### src/qtm_pkg.sv
// constants for the quad timer mode-control block
`default_nettype none
package qtm_pkg;
	// register indices; byte address is four times the index
	localparam logic [11:0] IDX_TM0 = 12'h0D0;
	localparam logic [11:0] IDX_TM1 = 12'h0D2;
	localparam logic [11:0] IDX_TM2 = 12'h0D6;
	localparam logic [11:0] IDX_TM3 = 12'h0D8;
	localparam logic [11:0] IDX_CNT0 = 12'h0E0;
	localparam logic [11:0] IDX_DUTY = 12'h0E4;
	// field positions
	localparam int ST_BIT = 0;
	localparam int CN_BIT = 1;
	localparam int CK_LSB = 2;
	localparam int PWMEN_BIT = 5;
	localparam int CAS_BIT = 6;
	localparam int POL_BIT = 7;
	// writable bits and reset values
	localparam logic [7:0] EVEN_MASK = 8'h3F;
	localparam logic [7:0] TM1_MASK = 8'h4F;
	localparam logic [7:0] TM3_MASK = 8'hEF;
	localparam logic [7:0] REG_RESET = 8'h00;
	// divide exponents per clock-select code, code 0 in the low nibble
	localparam logic [27:0] EVA_EXP = 28'hB975321;
	localparam logic [27:0] EVB_EXP = 28'hCA86421;
	localparam logic [3:0] HALF_EXP = 4'h1;
	localparam logic [3:0] ODA_EXP = 4'h3;
	localparam logic [3:0] ODB_EXP = 4'h4;
	localparam logic [2:0] CODE_EVENT = 3'h7;
endpackage
`default_nettype wire

### src/qtm_top.sv
// quad 8-bit timer mode control with apb register access
// Overview of operation
// - even timers freeze while continue is 0, resume from held value at 1
// - even timers stop while clear-start is 0; rising to 1 clears then counts
// - timer 0 select 010..110 gives main tick over 2^3,5,7,9,11
// - timer 0 select 111 clocks from the external event pin
// - timer 2 select 010..110 gives main tick over 2^4,6,8,10,12
// - timer 1 mode register: cascade bit 6, select 3:2, continue 1, start 0
// - timer 3 polarity 0 makes duty active low, 1 active high
// - odd timers are 8-bit with cascade 0, 16-bit with cascade 1
// - timer 1 select: 00 main, 01 half, 10 eighth, 11 timer 0 clock
// - timer 3 select: 00 main, 01 half, 10 sixteenth, 11 timer 2 clock
// - even timers select 000 gives main over 2, 001 over 4
// - event-pin clocking counts on each rising edge of the pin
// - timer 3 pwm enable 1 drives the waveform, 0 disables it
//
// Added by the designer: the APB register port.
`default_nettype none
module qtm_top (
	input wire logic i_clock,
	input wire logic i_rst,
	input wire logic i_psel,
	input wire logic i_penable,
	input wire logic i_pwrite,
	input wire logic [13:0] i_paddr,
	input wire logic [31:0] i_pwdata,
	input wire logic i_sub_active,
	input wire logic i_sub_tick,
	input wire logic i_event_pin,
	output logic [31:0] o_prdata,
	output logic o_pready,
	output logic o_pslverr,
	output logic [31:0] o_count,
	output logic o_pwm
);
	typedef struct packed {
		logic [3:0][7:0] tm;
		logic [7:0] duty;
		logic [3:0][7:0] cnt;
		logic [11:0] pre;
		logic ev_prev;
		logic [3:0] st_prev;
		logic [31:0] prdata;
		logic pready;
		logic pslverr;
		logic pwm;
	} qtm_state_t;

	qtm_state_t s;
	qtm_state_t next_s;
	logic base;
	logic ev_rise;
	logic [3:0] tick;
	logic [3:0] run;
	logic [3:0] st_rise;
	logic ovf0;
	logic ovf2;
	logic duty_on;

	function automatic logic div_tick(input logic b, input logic [11:0] p,
			input logic [3:0] e);
		logic [11:0] m;
		m = 12'((13'h0001 << e) - 13'h0001);
		return b && ((p & m) == m);
	endfunction

	function automatic logic [7:0] rd_mask(input logic [1:0] i);
		unique case (i)
			2'h1: return qtm_pkg::TM1_MASK;
			2'h3: return qtm_pkg::TM3_MASK;
			default: return qtm_pkg::EVEN_MASK;
		endcase
	endfunction

	always_comb begin
		logic [11:0] idx;
		logic hit;
		logic [31:0] rd;
		logic [2:0] c0;
		logic [2:0] c2;
		logic [1:0] c1;
		logic [1:0] c3;
		idx = i_paddr[13:2];
		hit = 1'b1;
		rd = 32'h0000_0000;
		next_s = s;

		// sub-active runs off the sub-oscillator tick, main-active every clock
		base = !i_sub_active || i_sub_tick;
		ev_rise = i_event_pin && !s.ev_prev;
		next_s.ev_prev = i_event_pin;
		if (base) begin
			next_s.pre = 12'(s.pre + 12'h001);
		end

		c0 = s.tm[0][qtm_pkg::CK_LSB +: 3];
		c2 = s.tm[2][qtm_pkg::CK_LSB +: 3];
		c1 = s.tm[1][qtm_pkg::CK_LSB +: 2];
		c3 = s.tm[3][qtm_pkg::CK_LSB +: 2];
		tick[0] = (c0 == qtm_pkg::CODE_EVENT) ? ev_rise
			: div_tick(base, s.pre, qtm_pkg::EVA_EXP[4*c0 +: 4]);
		// reserved code yields no clock at all
		tick[2] = (c2 == qtm_pkg::CODE_EVENT) ? 1'b0
			: div_tick(base, s.pre, qtm_pkg::EVB_EXP[4*c2 +: 4]);
		for (int i = 0; i < 4; i++) begin
			run[i] = s.tm[i][qtm_pkg::ST_BIT] && s.tm[i][qtm_pkg::CN_BIT];
			st_rise[i] = s.tm[i][qtm_pkg::ST_BIT] && !s.st_prev[i];
			next_s.st_prev[i] = s.tm[i][qtm_pkg::ST_BIT];
		end

		// carry when the lower byte is at FF on a running tick, even if a fresh start clears it
		ovf0 = tick[0] && run[0] && (s.cnt[0] == 8'hFF);
		ovf2 = tick[2] && run[2] && (s.cnt[2] == 8'hFF);
		unique case (c1)
			2'h0: tick[1] = base;
			2'h1: tick[1] = div_tick(base, s.pre, qtm_pkg::HALF_EXP);
			2'h2: tick[1] = div_tick(base, s.pre, qtm_pkg::ODA_EXP);
			2'h3: tick[1] = tick[0];
		endcase
		unique case (c3)
			2'h0: tick[3] = base;
			2'h1: tick[3] = div_tick(base, s.pre, qtm_pkg::HALF_EXP);
			2'h2: tick[3] = div_tick(base, s.pre, qtm_pkg::ODB_EXP);
			2'h3: tick[3] = tick[2];
		endcase

		// upper byte advances only on the lower byte's carry
		if (s.tm[1][qtm_pkg::CAS_BIT]) begin
			tick[1] = ovf0;
		end
		if (s.tm[3][qtm_pkg::CAS_BIT]) begin
			tick[3] = ovf2;
		end
		for (int i = 0; i < 4; i++) begin
			// a fresh start clears first; a start already set only resumes
			if (st_rise[i]) begin
				next_s.cnt[i] = 8'h00;
			end else if (tick[i] && run[i]) begin
				next_s.cnt[i] = 8'(s.cnt[i] + 8'h01);
			end
		end

		// a duty of zero keeps the duty portion off for the whole period
		duty_on = s.cnt[3] < s.duty;
		if (!s.tm[3][qtm_pkg::PWMEN_BIT]) begin
			next_s.pwm = 1'b0;
		end else if (s.tm[3][qtm_pkg::POL_BIT]) begin
			next_s.pwm = duty_on;
		end else begin
			next_s.pwm = !duty_on;
		end

		// apb decode; one wait state so read data comes from a register
		unique case (idx)
			qtm_pkg::IDX_TM0: rd = {24'h0, s.tm[0]};
			qtm_pkg::IDX_TM1: rd = {24'h0, s.tm[1]};
			qtm_pkg::IDX_TM2: rd = {24'h0, s.tm[2]};
			qtm_pkg::IDX_TM3: rd = {24'h0, s.tm[3]};
			qtm_pkg::IDX_CNT0: rd = {24'h0, s.cnt[0]};
			qtm_pkg::IDX_CNT0 + 12'h001: rd = {24'h0, s.cnt[1]};
			qtm_pkg::IDX_CNT0 + 12'h002: rd = {24'h0, s.cnt[2]};
			qtm_pkg::IDX_CNT0 + 12'h003: rd = {24'h0, s.cnt[3]};
			qtm_pkg::IDX_DUTY: rd = {24'h0, s.duty};
			default: hit = 1'b0;
		endcase

		next_s.pready = i_psel && i_penable && !s.pready;
		next_s.pslverr = next_s.pready && !hit;
		if (next_s.pready) begin
			next_s.prdata = i_pwrite ? 32'h0000_0000 : rd;
		end

		// commit on the edge where the master sees ready, never earlier
		if (i_psel && i_penable && s.pready && i_pwrite && hit) begin
			for (int i = 0; i < 4; i++) begin
				if (idx == qtm_pkg::IDX_TM0 + 12'(i == 3 ? 8 : i * 2 + (i == 2 ? 2 : 0))) begin
					next_s.tm[i] = i_pwdata[7:0] & rd_mask(2'(i));
				end
			end
			if (idx == qtm_pkg::IDX_DUTY) begin
				next_s.duty = i_pwdata[7:0];
			end
		end
	end

	always_ff @(posedge i_clock) begin
		if (i_rst) begin
			s <= '0;
			s.tm <= {4{qtm_pkg::REG_RESET}};
		end else begin
			s <= next_s;
		end
	end

	assign o_prdata = s.prdata;
	assign o_pready = s.pready;
	assign o_pslverr = s.pslverr;
	assign o_count = s.cnt;
	assign o_pwm = s.pwm;

	function automatic logic c0_is(input logic [2:0] v);
		return s.tm[0][qtm_pkg::CK_LSB +: 3] == v;
	endfunction
endmodule
`default_nettype wire

### config.mk
export PLATFORM = sky130hd
export DESIGN_NAME = qtm_top
export DESIGN_NICKNAME = d
export VERILOG_FILES = /design/src/qtm_pkg.sv /design/src/qtm_top.sv
export SDC_FILE = /design/constraint.sdc
export NUM_CORES = 1
export LEC_CHECK = 0
export BUFFER_PORTS_ARGS = -buffer_cell sky130_fd_sc_hd__buf_2
export CAP_MARGIN = 10
export CORE_MARGIN = 2
export CORE_UTILIZATION = 35
export CTS_CLUSTER_DIAMETER = 100
export CTS_CLUSTER_SIZE = 12
export DETAILED_ROUTE_END_ITERATION = 10
export MAX_ROUTING_LAYER = met4
export SLEW_MARGIN = 20
export SYNTH_ARGS = -nofsm -noshare
export SYNTH_HDL_FRONTEND = slang
export SYNTH_SLANG_ARGS = --single-unit
export TNS_END_PERCENT = 100
### constraint.sdc
create_clock -name i_clock -period 3.2 [get_ports i_clock]
set_input_delay 0.64 -clock i_clock [delete_from_list [all_inputs] [get_ports i_clock]]
set_output_delay 0.64 -clock i_clock [all_outputs]
set_load 0.01 [all_outputs]
==> results of run 1 <==
worst max-delay path, stage by stage, from the launching register on:
cell and delay (ns):
dfxtp_1 0.30, or3_1 0.37, ha_2 0.18, and3b_1 0.16, a211o_1 0.24, a2111o_1 0.43
nor4_4 0.24, nand4_2 0.18, o21ai_4 0.23, nand2_4 0.09, or4_1 0.50, a21oi_1 0.14
through the flow:
| step | setup WS [ns] | utilization [%] | total power (W) |
|---|---|---|---|
| floorplan | -0.110 | - | 0.00128 |
| detailed placement | -0.175 | 40.1 | 0.00130 |
| CTS | 0.0117 | 42.5 | 0.00238 |
| finish | 0.0634 | 44.3 | 0.00237 |
| global route | -0.121 | 44.3 | 0.00246 |
| global placement | -0.172 | 40.1 | 0.00130 |
layout make-up:
class                      count  area (sq um)  share of cell area [%]
sequential                    92          1850                    26.1
clock buffer                  12           246                    3.48
multi-input combinational    511          3660                    51.6
timing repair buffer         139           913                    12.9
clock inverter                 4          48.8                   0.688
tap                          216           270                    3.81
inverter                      24          97.6                    1.38
synth_stat cells, drive strengths merged, types with 2 or more instances:
library cell  instances
a222oi                9
o22ai                 3
a21oi                25
a22oi                25
a21o                 11
a21boi                2
nor3b                 8
nand3                15
xnor2                 5
or4                  10
and2                  6
nand4                22
buf                  69
nand2b               11
a221oi                2
a211o                 3
xor2                 18
or3                  15
nand3b                3
o2111ai               4
o21a                  5
clkbuf               20
a31oi                 8
ha                   23
mux2i                41
o211ai                6
and3                  7
or2                   3
nor2b                 7
nor3                 11
nor4                  8
nand4b                2
nor4b                 3
nand2                37
o31ai                10
inv                  24
nor2                 84
o21ai                19
nor4bb                2
dfxtp                92
registers in the layout, summed over array words and instances, names as in the netlist:
name,count
next_s,4
o_count,32
o_prdata,8
o_pready,1
o_pslverr,1
o_pwm,1
s,45
worst max path at each step:
stage / slack, ns / cells past startpoint / endpoint
after floorplan: -0.11 / 13 / o_count[29]
after global placement: -0.17 / 13 / o_count[13]
after detailed placement: -0.18 / 12 / o_count[13]
after CTS: 0.01 / 13 / o_count[13]
after global routing: -0.12 / 11 / o_count[29]
final: 0.06 / 11 / o_count[29]
layer usage:
layer | share of wire [%] | wire length (um) | up-vias | GRT usage, %
li1 | - | - | 2611 | -
met1 | 48 | 7950 | 2526 | 27.9
met2 | 43 | 7070 | 185 | 27.0
met3 | 6.9 | 1130 | 18 | 4.79
met4 | 1.7 | 272 | 0 | 4.18
met5 | 0 | 0 | - | -
timing repair:
action,in CTS,in global routing
resized for setup,19,59
setup endpoints to repair,16,19
pin swaps,5,33
buffers inserted,0,6
endpoints found under the hold margin,0,0
cloned,1,0
cell families after synthesis:
kind of cell             after synthesis  share of synthesized area (%)
AO/OA/AOI/OAI                        141                           17.1
XOR/XNOR                              23                           3.49
adder cells (fa/ha/maj)               23                           4.99
buffers and inverters                113                           11.6
flip-flops                            92                           31.9
multiplexers                          41                           7.11
other                                  1                         0.0650
AND/OR/NAND/NOR                      258                           23.8
cells in the final DEF, fill, tap and decap left out, types with 11 or more instances in the layout:
cell type	Yosys	layout
nand3_1	15	15
a21o_1	11	11
buf_4	64	57
a21oi_1	25	19
conb_1	1	24
buf_6	0	12
a22oi_1	25	25
buf_2	4	70
nand2_1	36	36
mux2i_1	41	41
nand2b_1	11	11
ha_1	23	15
o21ai_0	18	16
dfxtp_1	92	88
nand4_1	21	21
or3_1	15	15
nor2_1	84	80
inv_1	24	22
xor2_1	18	18
power groups by stage:
stage | sequential, W | combinational, W | clock, W
6_report | 0.00115 | 0.000139 | 0.00108
5_1_grt | 0.00115 | 0.000152 | 0.00116
4_1_cts | 0.00115 | 0.000129 | 0.00110
3_5_place_dp | 0.00118 | 0.000121 | 0
3_3_place_gp | 0.00118 | 0.000120 | 0
2_1_floorplan | 0.00118 | 0.0000969 | 0
==> PnR_summary.wiki, run 1 <==
{| class="wikitable"
! Metric !! Value
|-
| Number of instances in the synthesized netlist || 692
|-
| Starting Density || 36.1%
|-
| Standard cell area after detailed placement || 0.00641 sq mm
|-
| Count of antenna diodes in the layout || 0
|-
| Clock Pin Slew Worst Setup and Hold Paths || 0.06 ns
|-
| Required arrival time at the worst endpoint || 3.48 ns
|-
| # nets final || 854
|-
| Clk_skew || 0.00774 ns
|-
| Total GRT Usage || 19.3%
|-
| Aggregate routed wire length || 16.4 mm
|-
| Antenna violations before repair || 0
|-
| Per-cell routed wire length || 16.4 um
|-
| Peak fanout along the critical path || 5
|-
| Wire length of the first global-routing pass || 26.4 mm
|-
| Primary FF master, synth || dfxtp_1
|-
| Rows || 46
|-
| Type of destination of the critical path || register
|-
| Result of the run || finished clean
|-
| Root buffer selected by CTS || clkbuf_16
|-
| Via density per instance || 5.35
|-
| Number of buffers on the longest clock path || 2
|-
| Capture endpoint of the worst hold path || s[113]
|-
| Violation count after the first detailed-route iteration || 441
|-
| Width of the chip || 132 um
|-
| Post-Layout Cell Count || 998
|-
| Final antenna-violating net count || 0
|-
| Slack of the worst reg-to-reg path || 0.06 ns
|-
| Worst path arrival time || 3.42 ns
|-
| Maximum operating frequency || 0.319 GHz
|-
| DP Wirelength || 11.9 mm
|-
| Final setup TNS || 0 ns
|-
| Leftover overflow at the end of global routing || 0
|-
| Slew Limit Headroom || 43.3%
|-
| Shortest clock period the worst path allows after layout || 3.14 ns
|-
| Final Hold Violating Endpoints || 0
|-
| Fraction of registers with async set or reset after synthesis || 0%
|-
| Count of endpoints failing setup in the final report || 0
|-
| Area share of the leading cell type in the synthesized netlist || 31.9%
|-
| Critical path type || reg2reg
|-
| Clock sink count || 92
|-
| FILL cells || 1,614
|-
| Worst flop-to-flop path startpoint || s[110]
|-
| Total CTS buffers || 9
|-
| Switching share of power || 23.1%
|-
| Flip-flop and latch count after synthesis || 92
|-
| Worst min-delay path category || reg2reg
|-
| Worst hold path stage count || 2
|-
| Area of all placed cells without fillers || 0.00709 sq mm
|-
| Clock insertion delay at the later pin of the skew report || 0.35 ns
|-
| Synthesized cell area || 0.00577 sq mm
|-
| Placer congestion estimate || 0.856
|-
| DRT Pass-1 Iters || 5
|-
| Capture instance of the worst register-to-register path || o_count[29]
|-
| Die area || 0.0175 sq mm
|-
| Clock tree from TritonCTS || yes
|-
| Power Internal || 0.00182 W
|-
| Growth of design area from synthesis to finish || 22.8%
|-
| Startpoint of the tightest hold check path || s[113]
|-
| Combinational share of power || 5.9%
|-
| Top-level I/O count || 121
|-
| Core Box Area || 0.0160 sq mm
|-
| Y dimension of the die || 132 um
|-
| Highest ir drop seen on vdd || 0.000263 V
|-
| Vias in the first global route || 4,816
|-
| Number of I/O port buffers || 70
|-
| Unique masters post-synth || 62
|-
| Unrepaired setup endpoints after global routing || true
|-
| Clock H-tree levels || 3
|-
| Hold-fix buffers at CTS || 0
|-
| Worst setup path startpoint || s[110]
|-
| Share of synthesized area occupied by flip-flops and latches || 31.9%
|-
| Tightest Pin Transition || 0.850 ns
|-
| Average cell area after synthesis || 8.34 sq um
|-
| Static leakage || 2.77 nW
|-
| Ratio of cells with drive above 1 in the final layout || 27.1%
|-
| EDFF count, synth || 0
|-
| Total net switching power || 0.000546 W
|-
| Power per standard cell area || 334 mW/mm^2
|-
| Total number of vias || 5,340
|-
| Max-cap violation count || 0
|-
| Share of the clock period used by the worst path after layout || 98.0%
|-
| Worst hold slack across all endpoints || 0.508 ns
|-
| Slew Viols, Final || 0
|-
| Count of synthesis-stage warnings from yosys || 0
|-
| Library cell occupying the most area in the post-synthesis netlist || dfxtp_1
|-
| Length in cells of the worst reg-to-reg path || 11
|-
| Number of design rule violations left after detail routing || 0
|-
| Ranking of synthesized cells by area || dfxtp_1 (32%), buf_4 (8.3%), mux2i_1 (7.1%)
|-
| Seq pwr share || 48.7%
|-
| Crit start category || register
|-
| Placed cells || 975
|-
| Relative contribution of the clock network to total power || 45.5%
|-
| Pin count of the biggest net entering global routing || 44
|}
Note: power is estimated with default switching activity, not from simulation.
==> run 2: changes to the inputs <==
CTS_BUF_LIST = sky130_fd_sc_hd__clkbuf_16   (was unset)
==> run 2 against run 1 <==
Against the previous run: via count rose by 0.32%; utilization barely moved; die area did not move; critical path depth did not move; sequential power barely moved; wire length rose by 0.36%; non-clock buffer count rose by 1; critical path type unchanged; largest cell class unchanged.
==> PnR_summary.wiki, run 2 (synthesized netlist as in run 1, its figures left out) <==
{| class="wikitable"
! Metric !! Value
|-
| Result of the run || finished clean
|-
| FILL cells || 1,618 (+0.25%)
|-
| Violation count after the first detailed-route iteration || 494 (+12%)
|-
| Die area || 0.0175 sq mm (unchanged)
|-
| Worst min-delay path category || reg2reg
|-
| Required arrival time at the worst endpoint || 3.48 ns (about the same)
|-
| Type of destination of the critical path || register
|-
| Growth of design area from synthesis to finish || 22.8% (about the same)
|-
| Number of I/O port buffers || 70 (unchanged)
|-
| Width of the chip || 132 um (unchanged)
|-
| Fraction of met3 tracks used by global routing || 4.79% (unchanged)
|-
| Aggregate routed wire length || 16.5 mm (+0.36%)
|-
| # nets final || 855 (+0.12%)
|-
| Placed cells || 975 (unchanged)
|-
| Total CTS buffers || 9 (unchanged)
|-
| Top-level I/O count || 121 (unchanged)
|-
| Y dimension of the die || 132 um (unchanged)
|-
| Antenna violations before repair || 0 (unchanged)
|-
| Slew Limit Headroom || 42.7% (-0.64 points)
|-
| Via density per instance || 5.36 (+0.22%)
|-
| Met2 usage in global routing || 26.9% (-0.086 points)
|-
| Final antenna-violating net count || 0 (unchanged)
|-
| Power per standard cell area || 330 mW/mm^2 (-1.2%)
|-
| Core Box Area || 0.0160 sq mm (unchanged)
|-
| Pin count of the biggest net entering global routing || 44 (unchanged)
|-
| Max FFs per register || 45 (unchanged)
|-
| Starting Density || 36.1% (unchanged)
|-
| Fraction of met1 tracks used by global routing || 28.0% (+0.094 points)
|-
| DP Wirelength || 11.9 mm (unchanged)
|-
| Number of buffers on the longest clock path || 2 (unchanged)
|-
| Wire length of the first global-routing pass || 26.4 mm (+0.13%)
|-
| Total number of vias || 5,357 (+0.32%)
|-
| Slew Viols, Final || 0 (unchanged)
|-
| Hold-fix buffers at CTS || 0 (unchanged)
|-
| Critical path type || reg2reg
|-
| Static leakage || 2.78 nW (+0.26%)
|-
| Commonest non-fill, non-tap cells in the layout || dfxtp_1 (88), nor2_1 (80), buf_2 (70)
|-
| Per-cell routed wire length || 16.5 um (+0.26%)
|-
| Unrepaired setup endpoints after global routing || true
|-
| Root buffer selected by CTS || clkbuf_16
|-
| Highest ir drop seen on vdd || 0.000265 V (+0.72%)
|-
| Clock sink count || 92 (unchanged)
|-
| Largest register by flop count || s
|-
| Ratio of cells with drive above 1 in the final layout || 27.1% (-0.035 points)
|-
| Clock insertion delay at the later pin of the skew report || 0.35 ns (about the same)
|-
| Most common cell after layout, fill and taps aside || dfxtp_1
|-
| Worst path arrival time || 3.42 ns (about the same)
|-
| Total GRT Usage || 19.3% (+0.050 points)
|-
| DRT Pass-1 Iters || 6 (+1)
|-
| Share of the clock period used by the worst path after layout || 98.0% (about the same)
|-
| Final Hold Violating Endpoints || 0 (unchanged)
|-
| Maximum operating frequency || 0.319 GHz (about the same)
|-
| Tightest Pin Transition || 0.860 ns (+0.00965 ns)
|-
| Vias in the first global route || 4,832 (+0.33%)
|-
| Clk_skew || 0.00843 ns (+0.000686 ns)
|-
| Clock Pin Slew Worst Setup and Hold Paths || 0.06 ns (about the same)
|-
| Count of endpoints failing setup in the final report || 0 (unchanged)
|-
| Final setup TNS || 0 ns (unchanged)
|-
| Placer congestion estimate || 0.856 (unchanged)
|-
| Count of antenna diodes in the layout || 0 (unchanged)
|-
| Clock H-tree levels || 3 (unchanged)
|-
| Rows || 46 (unchanged)
|-
| Peak fanout along the critical path || 5 (unchanged)
|-
| GRT Max-Usage Layer || met1
|-
| Number of design rule violations left after detail routing || 0 (unchanged)
|-
| Clock tree from TritonCTS || yes
|-
| Shortest clock period the worst path allows after layout || 3.14 ns (+0.000323 ns)
|-
| Crit start category || register
|-
| Leftover overflow at the end of global routing || 0 (unchanged)
|-
| Max-cap violation count || 0 (unchanged)
|-
| Post-Layout Cell Count || 999 (+0.10%)
|}
==> run 2: power breakdown <==
| part | internal, W | total [W] | switching, W |
|---|---|---|---|
| Sequential | 0.00115 | 0.00115 | 0.00000525 |
| Clock | 0.000596 | 0.00105 | 0.000452 |
| Combinational | 0.0000492 | 0.000140 | 0.0000909 |
| Total | 0.00179 | 0.00234 | 0.000548 |
==> run 2: final cells by class <==
type	count	area, sq um	share of cell area (%)
Clock buffer	9	225	3.18
Clock inverter	7	60.1	0.847
Inverter	24	97.6	1.38
Multi-Input combinational cell	511	3660	51.7
Sequential cell	92	1850	26.1
Tap cell	216	270	3.81
Timing Repair Buffer	140	921	13.0
==> run 2: what timing repair did <==
action	in CTS	in global routing
gates cloned	1	0
resized for setup	19	60
buffers inserted	0	7
pin swaps	5	33
endpoints found under the setup margin	16	19
==> run 2: final timing paths <==
| kind | slack (ns) | startpoint | to | cells past startpoint |
|---|---|---|---|---|
| worst max register to register | 0.06 | s[110] | o_count[29] | 11 |
| worst min register to register | 0.51 | s[113] | s[113] | 2 |
| worst min-delay path | 0.51 | s[113] | s[113] | 2 |
| worst max-delay path | 0.06 | s[110] | o_count[29] | 11 |
==> run 2: critical path, cell delays in order (launching register included) <==
cell and delay, ns:
dfxtp_1 0.31, or3_1 0.37, ha_2 0.18, and3b_1 0.16
a211o_1 0.24, a2111o_1 0.43, nor4_4 0.24, nand4_2 0.18
o21ai_4 0.23, nand2_4 0.09, or4_1 0.50, a21oi_1 0.14
==> run 2: per-stage QoR <==
stage | worst slack [ns] | hold slack (ns) | instance area (sq um) | total power [W] | utilization [%]
after floorplan | -0.110 | 0.459 | 5930 | 0.00128 | -
after detailed placement | -0.175 | 0.490 | 6410 | 0.00130 | 40.1
after CTS | 0.0130 | 0.503 | 6790 | 0.00236 | 42.4
after global placement | -0.172 | 0.479 | 6410 | 0.00130 | 40.1
after global routing | -0.119 | 0.518 | 7090 | 0.00243 | 44.3
final | 0.0631 | 0.507 | 7090 | 0.00234 | 44.3
==> run 2: routing by layer <==
metal	up-vias	wire, um
met2	188	7130
li1	2611	-
met1	2538	7860
met4	0	280
met3	20	1200
met5	-	0
